### src/logic/adc_regs_map.svh
// Register map constants of the converter configuration and status bank
`ifndef ADC_REGS_MAP_SVH
`define ADC_REGS_MAP_SVH

// ----------------------------------------------------------------
// Opcodes
// ----------------------------------------------------------------
`define OP_NOP        8'h00
`define OP_READ       8'h10
`define OP_WRITE      8'h08
`define OP_SET_BITS   8'h18
`define OP_CLEAR_BITS 8'h20

// ----------------------------------------------------------------
// Register addresses
// ----------------------------------------------------------------
`define A_DEVICE_STATE_FLAGS    8'h00
`define A_GLOBAL_CONTROL        8'h01
`define A_OUTPUT_FORMAT_CTRL    8'h02
`define A_AVERAGING_RATIO       8'h03
`define A_CONVERSION_CLOCK_CTRL 8'h04
`define A_CHANNEL_KIND_SELECT   8'h05
`define A_DIGITAL_DIRECTION     8'h07
`define A_OUTPUT_DRIVE_TYPE     8'h09
`define A_DIGITAL_OUT_LEVELS    8'h0B
`define A_DIGITAL_IN_LEVELS     8'h0D
`define A_SEQUENCER_CTRL        8'h10
`define A_MANUAL_CHANNEL_PICK   8'h11
`define A_SCAN_CHANNEL_MASK     8'h12
`define A_TEST_UNLOCK_KEY       8'hBF
`define A_TEST_ENABLE           8'hC0
`define A_BIT_CAPTURE_LOW       8'hC1
`define A_BIT_CAPTURE_HIGH      8'hC2

// ----------------------------------------------------------------
// Field positions and reset values
// ----------------------------------------------------------------
`define B_FIXED_ONE      7
`define B_SCAN_RUNNING   6
`define B_POWERUP_FAIL   2
`define B_INBOUND_FAIL   1
`define B_SUPPLY_DROP    0
`define B_SOFT_RESET     0
`define R_STATUS_FLAGS   8'h81
`define R_CLOCK_CTRL     8'h01
`define R_ZERO           8'h00
`define FRAME_BITS       24

`endif

### src/logic/adc_regs_pkg.sv
// Types shared by the register bank
`default_nettype none
package adc_regs_pkg;
    // Decoded command of a finished frame
    typedef enum logic [4:0] {
        CMD_NONE  = 5'b00001,
        CMD_READ  = 5'b00010,
        CMD_WRITE = 5'b00100,
        CMD_SET   = 5'b01000,
        CMD_CLEAR = 5'b10000
    } cmd_t;
endpackage
`default_nettype wire

### src/logic/adc_reg_store.sv
// Byte-wide storage of the plain read/write registers
`timescale 1ns/1ps
`default_nettype none
`include "adc_regs_map.svh"
module adc_reg_store #(
    parameter int DEPTH = 16
) (
    input wire logic i_clk,
    input wire logic i_reset_n,
    input wire logic i_clear,
    input wire logic i_we,
    input wire logic [3:0] i_waddr,
    input wire logic [7:0] i_wdata,
    input wire logic [3:0] i_raddr,
    output logic [7:0] o_rdata
);
    logic [7:0] mem_reg [DEPTH];
    logic [7:0] mem_next [DEPTH];
    logic [7:0] rdata_reg;
    logic [7:0] rdata_next;

    // Slot 3 holds the clock control; it alone resets to one
    always_comb begin
        for (int i = 0; i < DEPTH; i++) begin
            mem_next[i] = mem_reg[i];
            if (i_clear) begin
                mem_next[i] = (i == 3) ? `R_CLOCK_CTRL : `R_ZERO;
            end else if (i_we && i_waddr == 4'(i)) begin
                mem_next[i] = i_wdata;
            end
        end
        rdata_next = mem_reg[i_raddr];
    end

    // Registered read port
    always_ff @(posedge i_clk or negedge i_reset_n) begin
        if (!i_reset_n) begin
            for (int i = 0; i < DEPTH; i++) begin
                mem_reg[i] <= (i == 3) ? `R_CLOCK_CTRL : `R_ZERO;
            end
            rdata_reg <= `R_ZERO;
        end else begin
            mem_reg <= mem_next;
            rdata_reg <= rdata_next;
        end
    end

    assign o_rdata = rdata_reg;
endmodule // adc_reg_store
`default_nettype wire

### src/logic/adc_config_status_regs.sv
// Serial-framed configuration and status register bank
`timescale 1ns/1ps
`default_nettype none
`include "adc_regs_map.svh"
module adc_config_status_regs (
    input wire logic i_clk,
    input wire logic i_reset_n,
    input wire logic i_cs_n,
    input wire logic i_sclk,
    input wire logic i_sdi,
    input wire logic i_scan_running,
    input wire logic i_powerup_check_fail,
    input wire logic i_inbound_check_fail,
    input wire logic i_supply_drop,
    input wire logic [7:0] i_digital_in_levels,
    output logic o_sdo,
    output logic o_soft_reset_pulse
);
    // ----------------------------------------------------------------
    // Pin synchronisers
    // ----------------------------------------------------------------
    logic [1:0] cs_sync_reg, sclk_sync_reg, sdi_sync_reg;
    logic [1:0] run_sync_reg, pf_sync_reg, inf_sync_reg, drop_sync_reg;
    logic cs_prev_reg, sclk_prev_reg, inf_prev_reg;
    // Pin-fed byte is a level only; a byte caught mid-change may mix
    // old and new bits, which a host polling it can live with
    logic [7:0] din_meta_reg, din_sync_reg;

    // First stage feeds only the second stage
    always_ff @(posedge i_clk or negedge i_reset_n) begin
        if (!i_reset_n) begin
            cs_sync_reg <= 2'h3;
            sclk_sync_reg <= 2'h0;
            sdi_sync_reg <= 2'h0;
            run_sync_reg <= 2'h0;
            pf_sync_reg <= 2'h0;
            inf_sync_reg <= 2'h0;
            drop_sync_reg <= 2'h0;
            cs_prev_reg <= 1'b1;
            sclk_prev_reg <= 1'b0;
            inf_prev_reg <= 1'b0;
            din_meta_reg <= 8'h00;
            din_sync_reg <= 8'h00;
        end else begin
            cs_sync_reg <= {cs_sync_reg[0], i_cs_n};
            sclk_sync_reg <= {sclk_sync_reg[0], i_sclk};
            sdi_sync_reg <= {sdi_sync_reg[0], i_sdi};
            run_sync_reg <= {run_sync_reg[0], i_scan_running};
            pf_sync_reg <= {pf_sync_reg[0], i_powerup_check_fail};
            inf_sync_reg <= {inf_sync_reg[0], i_inbound_check_fail};
            drop_sync_reg <= {drop_sync_reg[0], i_supply_drop};
            cs_prev_reg <= cs_sync_reg[1];
            sclk_prev_reg <= sclk_sync_reg[1];
            inf_prev_reg <= inf_sync_reg[1];
            din_meta_reg <= i_digital_in_levels;
            din_sync_reg <= din_meta_reg;
        end
    end

    logic cs_low, cs_rise, cs_fall, sclk_rise, sclk_fall, inf_event;
    assign cs_low = !cs_sync_reg[1];
    assign cs_rise = cs_sync_reg[1] && !cs_prev_reg;
    assign cs_fall = !cs_sync_reg[1] && cs_prev_reg;
    assign sclk_rise = sclk_sync_reg[1] && !sclk_prev_reg;
    assign sclk_fall = !sclk_sync_reg[1] && sclk_prev_reg;
    assign inf_event = inf_sync_reg[1] && !inf_prev_reg;

    // ----------------------------------------------------------------
    // Helper functions
    // ----------------------------------------------------------------
    // Map a byte address onto a storage slot; bit 4 means unmapped
    function automatic logic [4:0] slot_of(input logic [7:0] a);
        case (a)
            `A_GLOBAL_CONTROL:        slot_of = 5'h00;
            `A_OUTPUT_FORMAT_CTRL:    slot_of = 5'h01;
            `A_AVERAGING_RATIO:       slot_of = 5'h02;
            `A_CONVERSION_CLOCK_CTRL: slot_of = 5'h03;
            `A_CHANNEL_KIND_SELECT:   slot_of = 5'h04;
            `A_DIGITAL_DIRECTION:     slot_of = 5'h05;
            `A_OUTPUT_DRIVE_TYPE:     slot_of = 5'h06;
            `A_DIGITAL_OUT_LEVELS:    slot_of = 5'h07;
            `A_SEQUENCER_CTRL:        slot_of = 5'h08;
            `A_MANUAL_CHANNEL_PICK:   slot_of = 5'h09;
            `A_SCAN_CHANNEL_MASK:     slot_of = 5'h0A;
            `A_TEST_UNLOCK_KEY:       slot_of = 5'h0B;
            `A_TEST_ENABLE:           slot_of = 5'h0C;
            `A_BIT_CAPTURE_LOW:       slot_of = 5'h0D;
            `A_BIT_CAPTURE_HIGH:      slot_of = 5'h0E;
            default:                  slot_of = 5'h10;
        endcase
    endfunction

    // Apply write, set or clear to an old byte
    function automatic logic [7:0] modify(input adc_regs_pkg::cmd_t c,
            input logic [7:0] old, input logic [7:0] d);
        case (c)
            adc_regs_pkg::CMD_WRITE: modify = d;
            adc_regs_pkg::CMD_SET:   modify = old | d;
            adc_regs_pkg::CMD_CLEAR: modify = old & ~d;
            default:                 modify = old;
        endcase
    endfunction

    // ----------------------------------------------------------------
    // Frame shifter
    // ----------------------------------------------------------------
    logic [23:0] shift_reg, shift_next;
    logic [4:0] count_reg, count_next;
    logic [7:0] out_reg, out_next;
    logic sdo_reg, sdo_next;
    logic [7:0] read_byte_reg, read_byte_next;

    // Capture SDI on rising SCLK, shift the read byte out on falling SCLK
    always_comb begin
        shift_next = shift_reg;
        count_next = count_reg;
        out_next = out_reg;
        sdo_next = sdo_reg;
        if (cs_fall) begin
            count_next = 5'h00;
            out_next = {read_byte_reg[6:0], 1'b0};
            sdo_next = read_byte_reg[7];
        end else if (cs_low) begin
            if (sclk_rise && count_reg != 5'(`FRAME_BITS)) begin
                shift_next = {shift_reg[22:0], sdi_sync_reg[1]};
                count_next = count_reg + 5'h01;
            end
            if (sclk_fall) begin
                sdo_next = out_reg[7];
                out_next = {out_reg[6:0], 1'b0};
            end
        end else begin
            sdo_next = 1'b0;
        end
    end

    // ----------------------------------------------------------------
    // Command decode on chip-select release
    // ----------------------------------------------------------------
    adc_regs_pkg::cmd_t cmd;
    logic [7:0] f_addr, f_data;
    logic [4:0] f_slot;
    logic frame_done;
    assign f_addr = shift_reg[15:8];
    assign f_data = shift_reg[7:0];
    assign f_slot = slot_of(f_addr);
    // Only a full 24-bit frame is acted upon
    assign frame_done = cs_rise && count_reg == 5'(`FRAME_BITS);

    always_comb begin
        case (shift_reg[23:16])
            `OP_READ:       cmd = adc_regs_pkg::CMD_READ;
            `OP_WRITE:      cmd = adc_regs_pkg::CMD_WRITE;
            `OP_SET_BITS:   cmd = adc_regs_pkg::CMD_SET;
            `OP_CLEAR_BITS: cmd = adc_regs_pkg::CMD_CLEAR;
            default:        cmd = adc_regs_pkg::CMD_NONE;
        endcase
    end

    // ----------------------------------------------------------------
    // Status flags and store control
    // ----------------------------------------------------------------
    logic inbound_fail_reg, inbound_fail_next;
    logic supply_drop_reg, supply_drop_next;
    logic powerup_fail_reg, powerup_fail_next;
    logic soft_rst_reg, soft_rst_next;
    logic [7:0] store_rdata, status_byte, gc_new;
    logic modifying, allowed, store_we;
    logic [7:0] store_wdata;

    assign modifying = frame_done && (cmd == adc_regs_pkg::CMD_WRITE ||
        cmd == adc_regs_pkg::CMD_SET || cmd == adc_regs_pkg::CMD_CLEAR);
    // Error flag fences writes, sets and clears past the first two addresses; reads still pass
    assign allowed = !inbound_fail_reg || f_addr == `A_DEVICE_STATE_FLAGS ||
        f_addr == `A_GLOBAL_CONTROL;
    assign status_byte = {1'b1, run_sync_reg[1], 3'h0, powerup_fail_reg,
        inbound_fail_reg, supply_drop_reg};
    logic [7:0] gc_reg, gc_next;

    // Global control lives outside the store, so its set and clear
    // commands must start from its own register
    assign gc_new = modify(cmd, gc_reg, f_data);
    // Store read port is pointed at the frame address ahead of time, so
    // its registered data is valid by the chip-select rising edge
    assign store_we = modifying && allowed && !f_slot[4] &&
        f_addr != `A_GLOBAL_CONTROL;
    assign store_wdata = modify(cmd, store_rdata, f_data);

    // ----------------------------------------------------------------
    // Power-up check capture
    // ----------------------------------------------------------------
    // The check pin is read once its synchroniser has filled after a
    // power reset, so the first edges after release cannot latch the
    // synchroniser's reset value; a soft reset reads it again below
    logic [2:0] pf_armed_reg, pf_armed_next;
    logic pf_load;
    assign pf_armed_next = {pf_armed_reg[1:0], 1'b1};
    assign pf_load = pf_armed_reg[1] && !pf_armed_reg[2];

    always_ff @(posedge i_clk or negedge i_reset_n) begin
        if (!i_reset_n) begin
            pf_armed_reg <= 3'h0;
        end else begin
            pf_armed_reg <= pf_armed_next;
        end
    end

    always_comb begin
        inbound_fail_next = inbound_fail_reg;
        supply_drop_next = supply_drop_reg;
        powerup_fail_next = powerup_fail_reg;
        gc_next = gc_reg;
        soft_rst_next = 1'b0;
        read_byte_next = read_byte_reg;
        if (modifying && allowed && f_addr == `A_DEVICE_STATE_FLAGS) begin
            // Only write-one-to-clear bits respond; set-bit does nothing
            if (cmd != adc_regs_pkg::CMD_SET && f_data[`B_INBOUND_FAIL])
                inbound_fail_next = 1'b0;
            if (cmd != adc_regs_pkg::CMD_SET && f_data[`B_SUPPLY_DROP])
                supply_drop_next = 1'b0;
        end
        if (modifying && allowed && f_addr == `A_GLOBAL_CONTROL) begin
            // Reset bit is write-only and self clearing
            gc_next = {gc_new[7:6], 2'h0, gc_new[3:1], 1'b0};
            soft_rst_next = gc_new[`B_SOFT_RESET];
        end
        // Read byte is latched at select release and shifted out next frame
        if (frame_done && cmd == adc_regs_pkg::CMD_READ) begin
            if (f_addr == `A_DEVICE_STATE_FLAGS)
                read_byte_next = status_byte;
            else if (f_addr == `A_GLOBAL_CONTROL)
                read_byte_next = gc_reg;
            else if (f_addr == `A_DIGITAL_IN_LEVELS)
                read_byte_next = din_sync_reg;
            else if (f_slot[4])
                read_byte_next = `R_ZERO;
            else
                read_byte_next = store_rdata;
        end
        if (soft_rst_reg) begin
            gc_next = `R_ZERO;
            inbound_fail_next = 1'b0;
            supply_drop_next = 1'b1;
            powerup_fail_next = pf_sync_reg[1];
        end
        // After a power reset the check pin is read once, when its
        // synchroniser holds the settled level
        if (pf_load)
            powerup_fail_next = pf_sync_reg[1];
        // Set wins over any clear in the same cycle
        if (inf_event)
            inbound_fail_next = 1'b1;
        if (drop_sync_reg[1])
            supply_drop_next = 1'b1;
    end

    // ----------------------------------------------------------------
    // Registers
    // ----------------------------------------------------------------
    always_ff @(posedge i_clk or negedge i_reset_n) begin
        if (!i_reset_n) begin
            shift_reg <= 24'h000000;
            count_reg <= 5'h00;
            out_reg <= 8'h00;
            sdo_reg <= 1'b0;
            read_byte_reg <= 8'h00;
            inbound_fail_reg <= 1'b0;
            supply_drop_reg <= 1'b1;
            powerup_fail_reg <= 1'b0;
            gc_reg <= `R_ZERO;
            soft_rst_reg <= 1'b0;
        end else begin
            shift_reg <= shift_next;
            count_reg <= count_next;
            out_reg <= out_next;
            sdo_reg <= sdo_next;
            read_byte_reg <= read_byte_next;
            inbound_fail_reg <= inbound_fail_next;
            supply_drop_reg <= supply_drop_next;
            powerup_fail_reg <= powerup_fail_next;
            gc_reg <= gc_next;
            soft_rst_reg <= soft_rst_next;
        end
    end

    adc_reg_store #(
        .DEPTH(16)
    ) u_store (
        .i_clk(i_clk),
        .i_reset_n(i_reset_n),
        .i_clear(soft_rst_reg),
        .i_we(store_we),
        .i_waddr(f_slot[3:0]),
        .i_wdata(store_wdata),
        .i_raddr(f_slot[3:0]),
        .o_rdata(store_rdata)
    );

    assign o_sdo = sdo_reg;
    assign o_soft_reset_pulse = soft_rst_reg;
endmodule // adc_config_status_regs
`default_nettype wire

### config.mk
export PLATFORM = sky130hd
export DESIGN_NAME = adc_config_status_regs
export DESIGN_NICKNAME = d
export VERILOG_FILES = /design/src/logic/adc_regs_pkg.sv /design/src/logic/adc_reg_store.sv /design/src/logic/adc_config_status_regs.sv
export VERILOG_INCLUDE_DIRS = /design/src /design/src/logic
export SDC_FILE = /design/constraint.sdc
export NUM_CORES = 1
export LEC_CHECK = 0
export BUFFER_PORTS_ARGS = -buffer_cell sky130_fd_sc_hd__buf_2
export CORE_ASPECT_RATIO = 0.75
export CORE_MARGIN = 8
export CORE_UTILIZATION = 45
export DETAILED_ROUTE_END_ITERATION = 7
export SYNTH_ARGS = -nofsm -noshare
export SYNTH_HDL_FRONTEND = slang
export SYNTH_HIERARCHICAL = 1
export SYNTH_SLANG_ARGS = --single-unit
### constraint.sdc
create_clock -name i_clk -period 9 [get_ports i_clk]
set_input_delay 0.9 -clock i_clk [delete_from_list [all_inputs] [get_ports i_clk]]
set_output_delay 0.9 -clock i_clk [all_outputs]
set_load 0.01 [all_outputs]
==> run summary <==
Post-CTS setup repair buffer count = 0
First-pass GRT wire length = 46900 um
Status = complete, no violations
Post-Syn Instances = 1071
Vias = 8423
Slew HR = 17.6%
Final wirelength = 29300 um
Setup crit start kind = flip-flop
CP endpoint kind = flip-flop
Max FFs per register = 128
Largest net degree at the start of global routing = 113
Post-synthesis sequential area ratio = 51.6%
Primary FF master, synth = dfrtp_1
Antenna violations before repair = 0
Setup tns final = 0 ns
Max cap viols = 0
Distinct cells, synth = 70
TritonCTS clock tree = done
Yosys reg bits = 226
Port Buffers = 18
Most frequent cells in the layout = dfrtp_1 (220), o21ai_0 (165), a21oi_1 (147)
Share of cells above drive strength 1 = 12.6%
Final Hold Fails = 0
Clock skew = 0.0139 ns
Post-DP HPWL = 17000 um
Total core area = 24000 um^2
Post-synth EDFFs = 0
Post-layout net count = 1031
GRT Residual Overflow = 0
CTS hold repair buffers = 0
Syn Area/Cell = 10.3 um^2
Lkg Pwr = 5.01 nW
Worst EP required = 9.35 ns
Starting Density = 45.8%
Synth Net Count = 1090
Power per cell area = 173 nW/um^2
Placer Congestion = 0.792
Pre-CTS setup slack = 4.93 ns
Crit path time final = 4.18 ns
Area grow syn2layout = 7.67%
Clock buffer depth = 3
Root buf cell = clkbuf_16
Endpoints failing setup = 0
Placed inst area = 11100 um^2
Die height = 151 um
First drt pass iteration count = 8
Mapped Area = 11000 um^2
Number of I/O pins = 19
CP arrival = 4.53 ns
Worst-Margin Slew = 1.23 ns
Drc violations = 0
Wire per inst = 21.6 um
H-Tree Depth = 1
Final slew viol count = 0
Row cnt = 49
Num Clock Sinks = 226
Final instance area = 11800 um^2
Die width = 196 um
Antenna Nets Post-Route = 0
RSZ-0062 raised after global routing = false
Ys Warns = 6
Reg clk slew, reported paths = 0.06 ns
Die ar. = 29700 um^2
Async set or reset register ratio after synthesis = 100%
Maximum vdd drop = 0.163 mV
Overall Global Routing Usage = 19.5%
Period utilization = 46.4%
Most common cell after layout, fill and taps aside = dfrtp_1
Max FO, Critical Path = 32
Worst skew pair latency = 0.52 ns
Post_cts resized = 0
Setup CP Type = reg -> reg
Clock buffer count from CTS = 24
Number of global-route vias before repair = 7927
Min-Delay Path Class = reg -> reg
ANT cells = 0
Worst Setup Slack, final = 4.82 ns
Max Fclk = 240 MHz
Initial DRC Count = 845
Vias per inst = 6.20
[area by class of cell]
| class | count | area, um^2 |
|---|---|---|
| Sequential cell | 226 | 5670 |
| Timing Repair Buffer | 33 | 213 |
| Tap cell | 331 | 414 |
| Fill cell | 2214 | 12100 |
| Multi-Input combinational cell | 713 | 4730 |
| Inverter | 14 | 52.6 |
| Clock inverter | 3 | 40.0 |
| Clock buffer | 38 | 704 |
[power by group]
| group | total (W) | switching [W] | internal (W) |
|---|---|---|---|
| registers | 0.00105 | 0.0000146 | 0.00103 |
| logic | 0.0000410 | 0.0000304 | 0.0000105 |
| clock network | 0.000956 | 0.000396 | 0.000561 |
[critical path, stage by stage, from the launching register on]
cell and delay (ns):
dfrtp_1 0.78, nand2_1 0.22, nor4_1 0.50, nor3_1 0.20, nor3_1 0.65, nand3_1 1.02
o21ai_0 0.50, a21oi_1 0.12
[metal layers]
metal,GRT usage (%),vias to the layer above,wire length [um]
met2,28.1,313,12800
met3,2.31,39,1830
li1,-,3786,-
met5,0,-,0
met4,4.57,0,510
met1,30.7,4285,14200
[final timing paths]
| path | cells past startpoint | slack [ns] | from | endpoint |
|---|---|---|---|---|
| worst min register to register | 0 | 0.35 | din_meta_reg[3] | din_sync_reg[3] |
| min in group asynchronous | 1 | 0.41 | i_reset_n | powerup_fail_reg |
| worst max-delay path | 7 | 4.82 | shift_reg[10] | u_store/mem_reg[11] |
| max in group asynchronous | 3 | 6.62 | i_reset_n | u_store/mem_reg[7] |
| worst min-delay path | 0 | 0.35 | din_meta_reg[3] | din_sync_reg[3] |
| worst max register to register | 7 | 4.82 | shift_reg[10] | u_store/mem_reg[11] |
[per-stage QoR]
stage                     power, W  hold WS [ns]  cells  utilization [%]
after floorplan            0.00107         0.331   1071                -
after global placement     0.00111         0.332   1317             46.2
after detailed placement   0.00111         0.335   1317             46.2
after CTS                  0.00207         0.348   1358             49.3
after global routing       0.00212         0.349   1358             49.3
final                      0.00204         0.345   1358             49.3
[kinds of logic (layout without fill, tap and decap cells)]
group                    after synthesis  after routing  synth area share, %
adder cells (fa/ha/maj)                2              2                0.228
AND/OR/NAND/NOR                      270            270                 13.1
multiplexers                          56             56                 9.55
XOR/XNOR                               5              5                0.399
buffers and inverters                132             88                 5.70
other                                  1              1               0.0342
flip-flops                           226            226                 51.6
AO/OA/AOI/OAI                        379            379                 19.4
[cell usage after synthesis (3+ instances only)]
master | count | area, um^2
a211oi_2 | 5 | 62.6
a21oi_1 | 147 | 736
mux4_2 | 14 | 315
or2_2 | 3 | 18.8
buf_2 | 25 | 125
nor2_1 | 16 | 60.1
nand2_1 | 49 | 184
clkbuf_1 | 78 | 293
buf_1 | 3 | 11.3
nand3_1 | 138 | 691
nand2b_1 | 3 | 18.8
dfrtp_1 | 221 | 5530
a41o_1 | 3 | 30.0
and3b_1 | 3 | 26.3
a222oi_1 | 3 | 30.0
o21ai_0 | 165 | 826
nor3_1 | 7 | 35.0
a22o_1 | 12 | 105
dfstp_2 | 5 | 131
nor4_1 | 5 | 31.3
buf_6 | 4 | 45.0
nor2b_1 | 10 | 62.6
o31ai_1 | 8 | 60.1
xor2_1 | 4 | 35.0
a22oi_1 | 18 | 135
and2_1 | 4 | 25.0
mux4_1 | 17 | 447
a21o_1 | 3 | 22.5
mux2_2 | 17 | 191
and3_1 | 7 | 43.8
inv_1 | 14 | 52.6
or2b_2 | 3 | 26.3
mux2i_1 | 7 | 70.1
nand3b_1 | 4 | 30.0
buf_4 | 3 | 22.5
(Power assumes the default switching activity.)
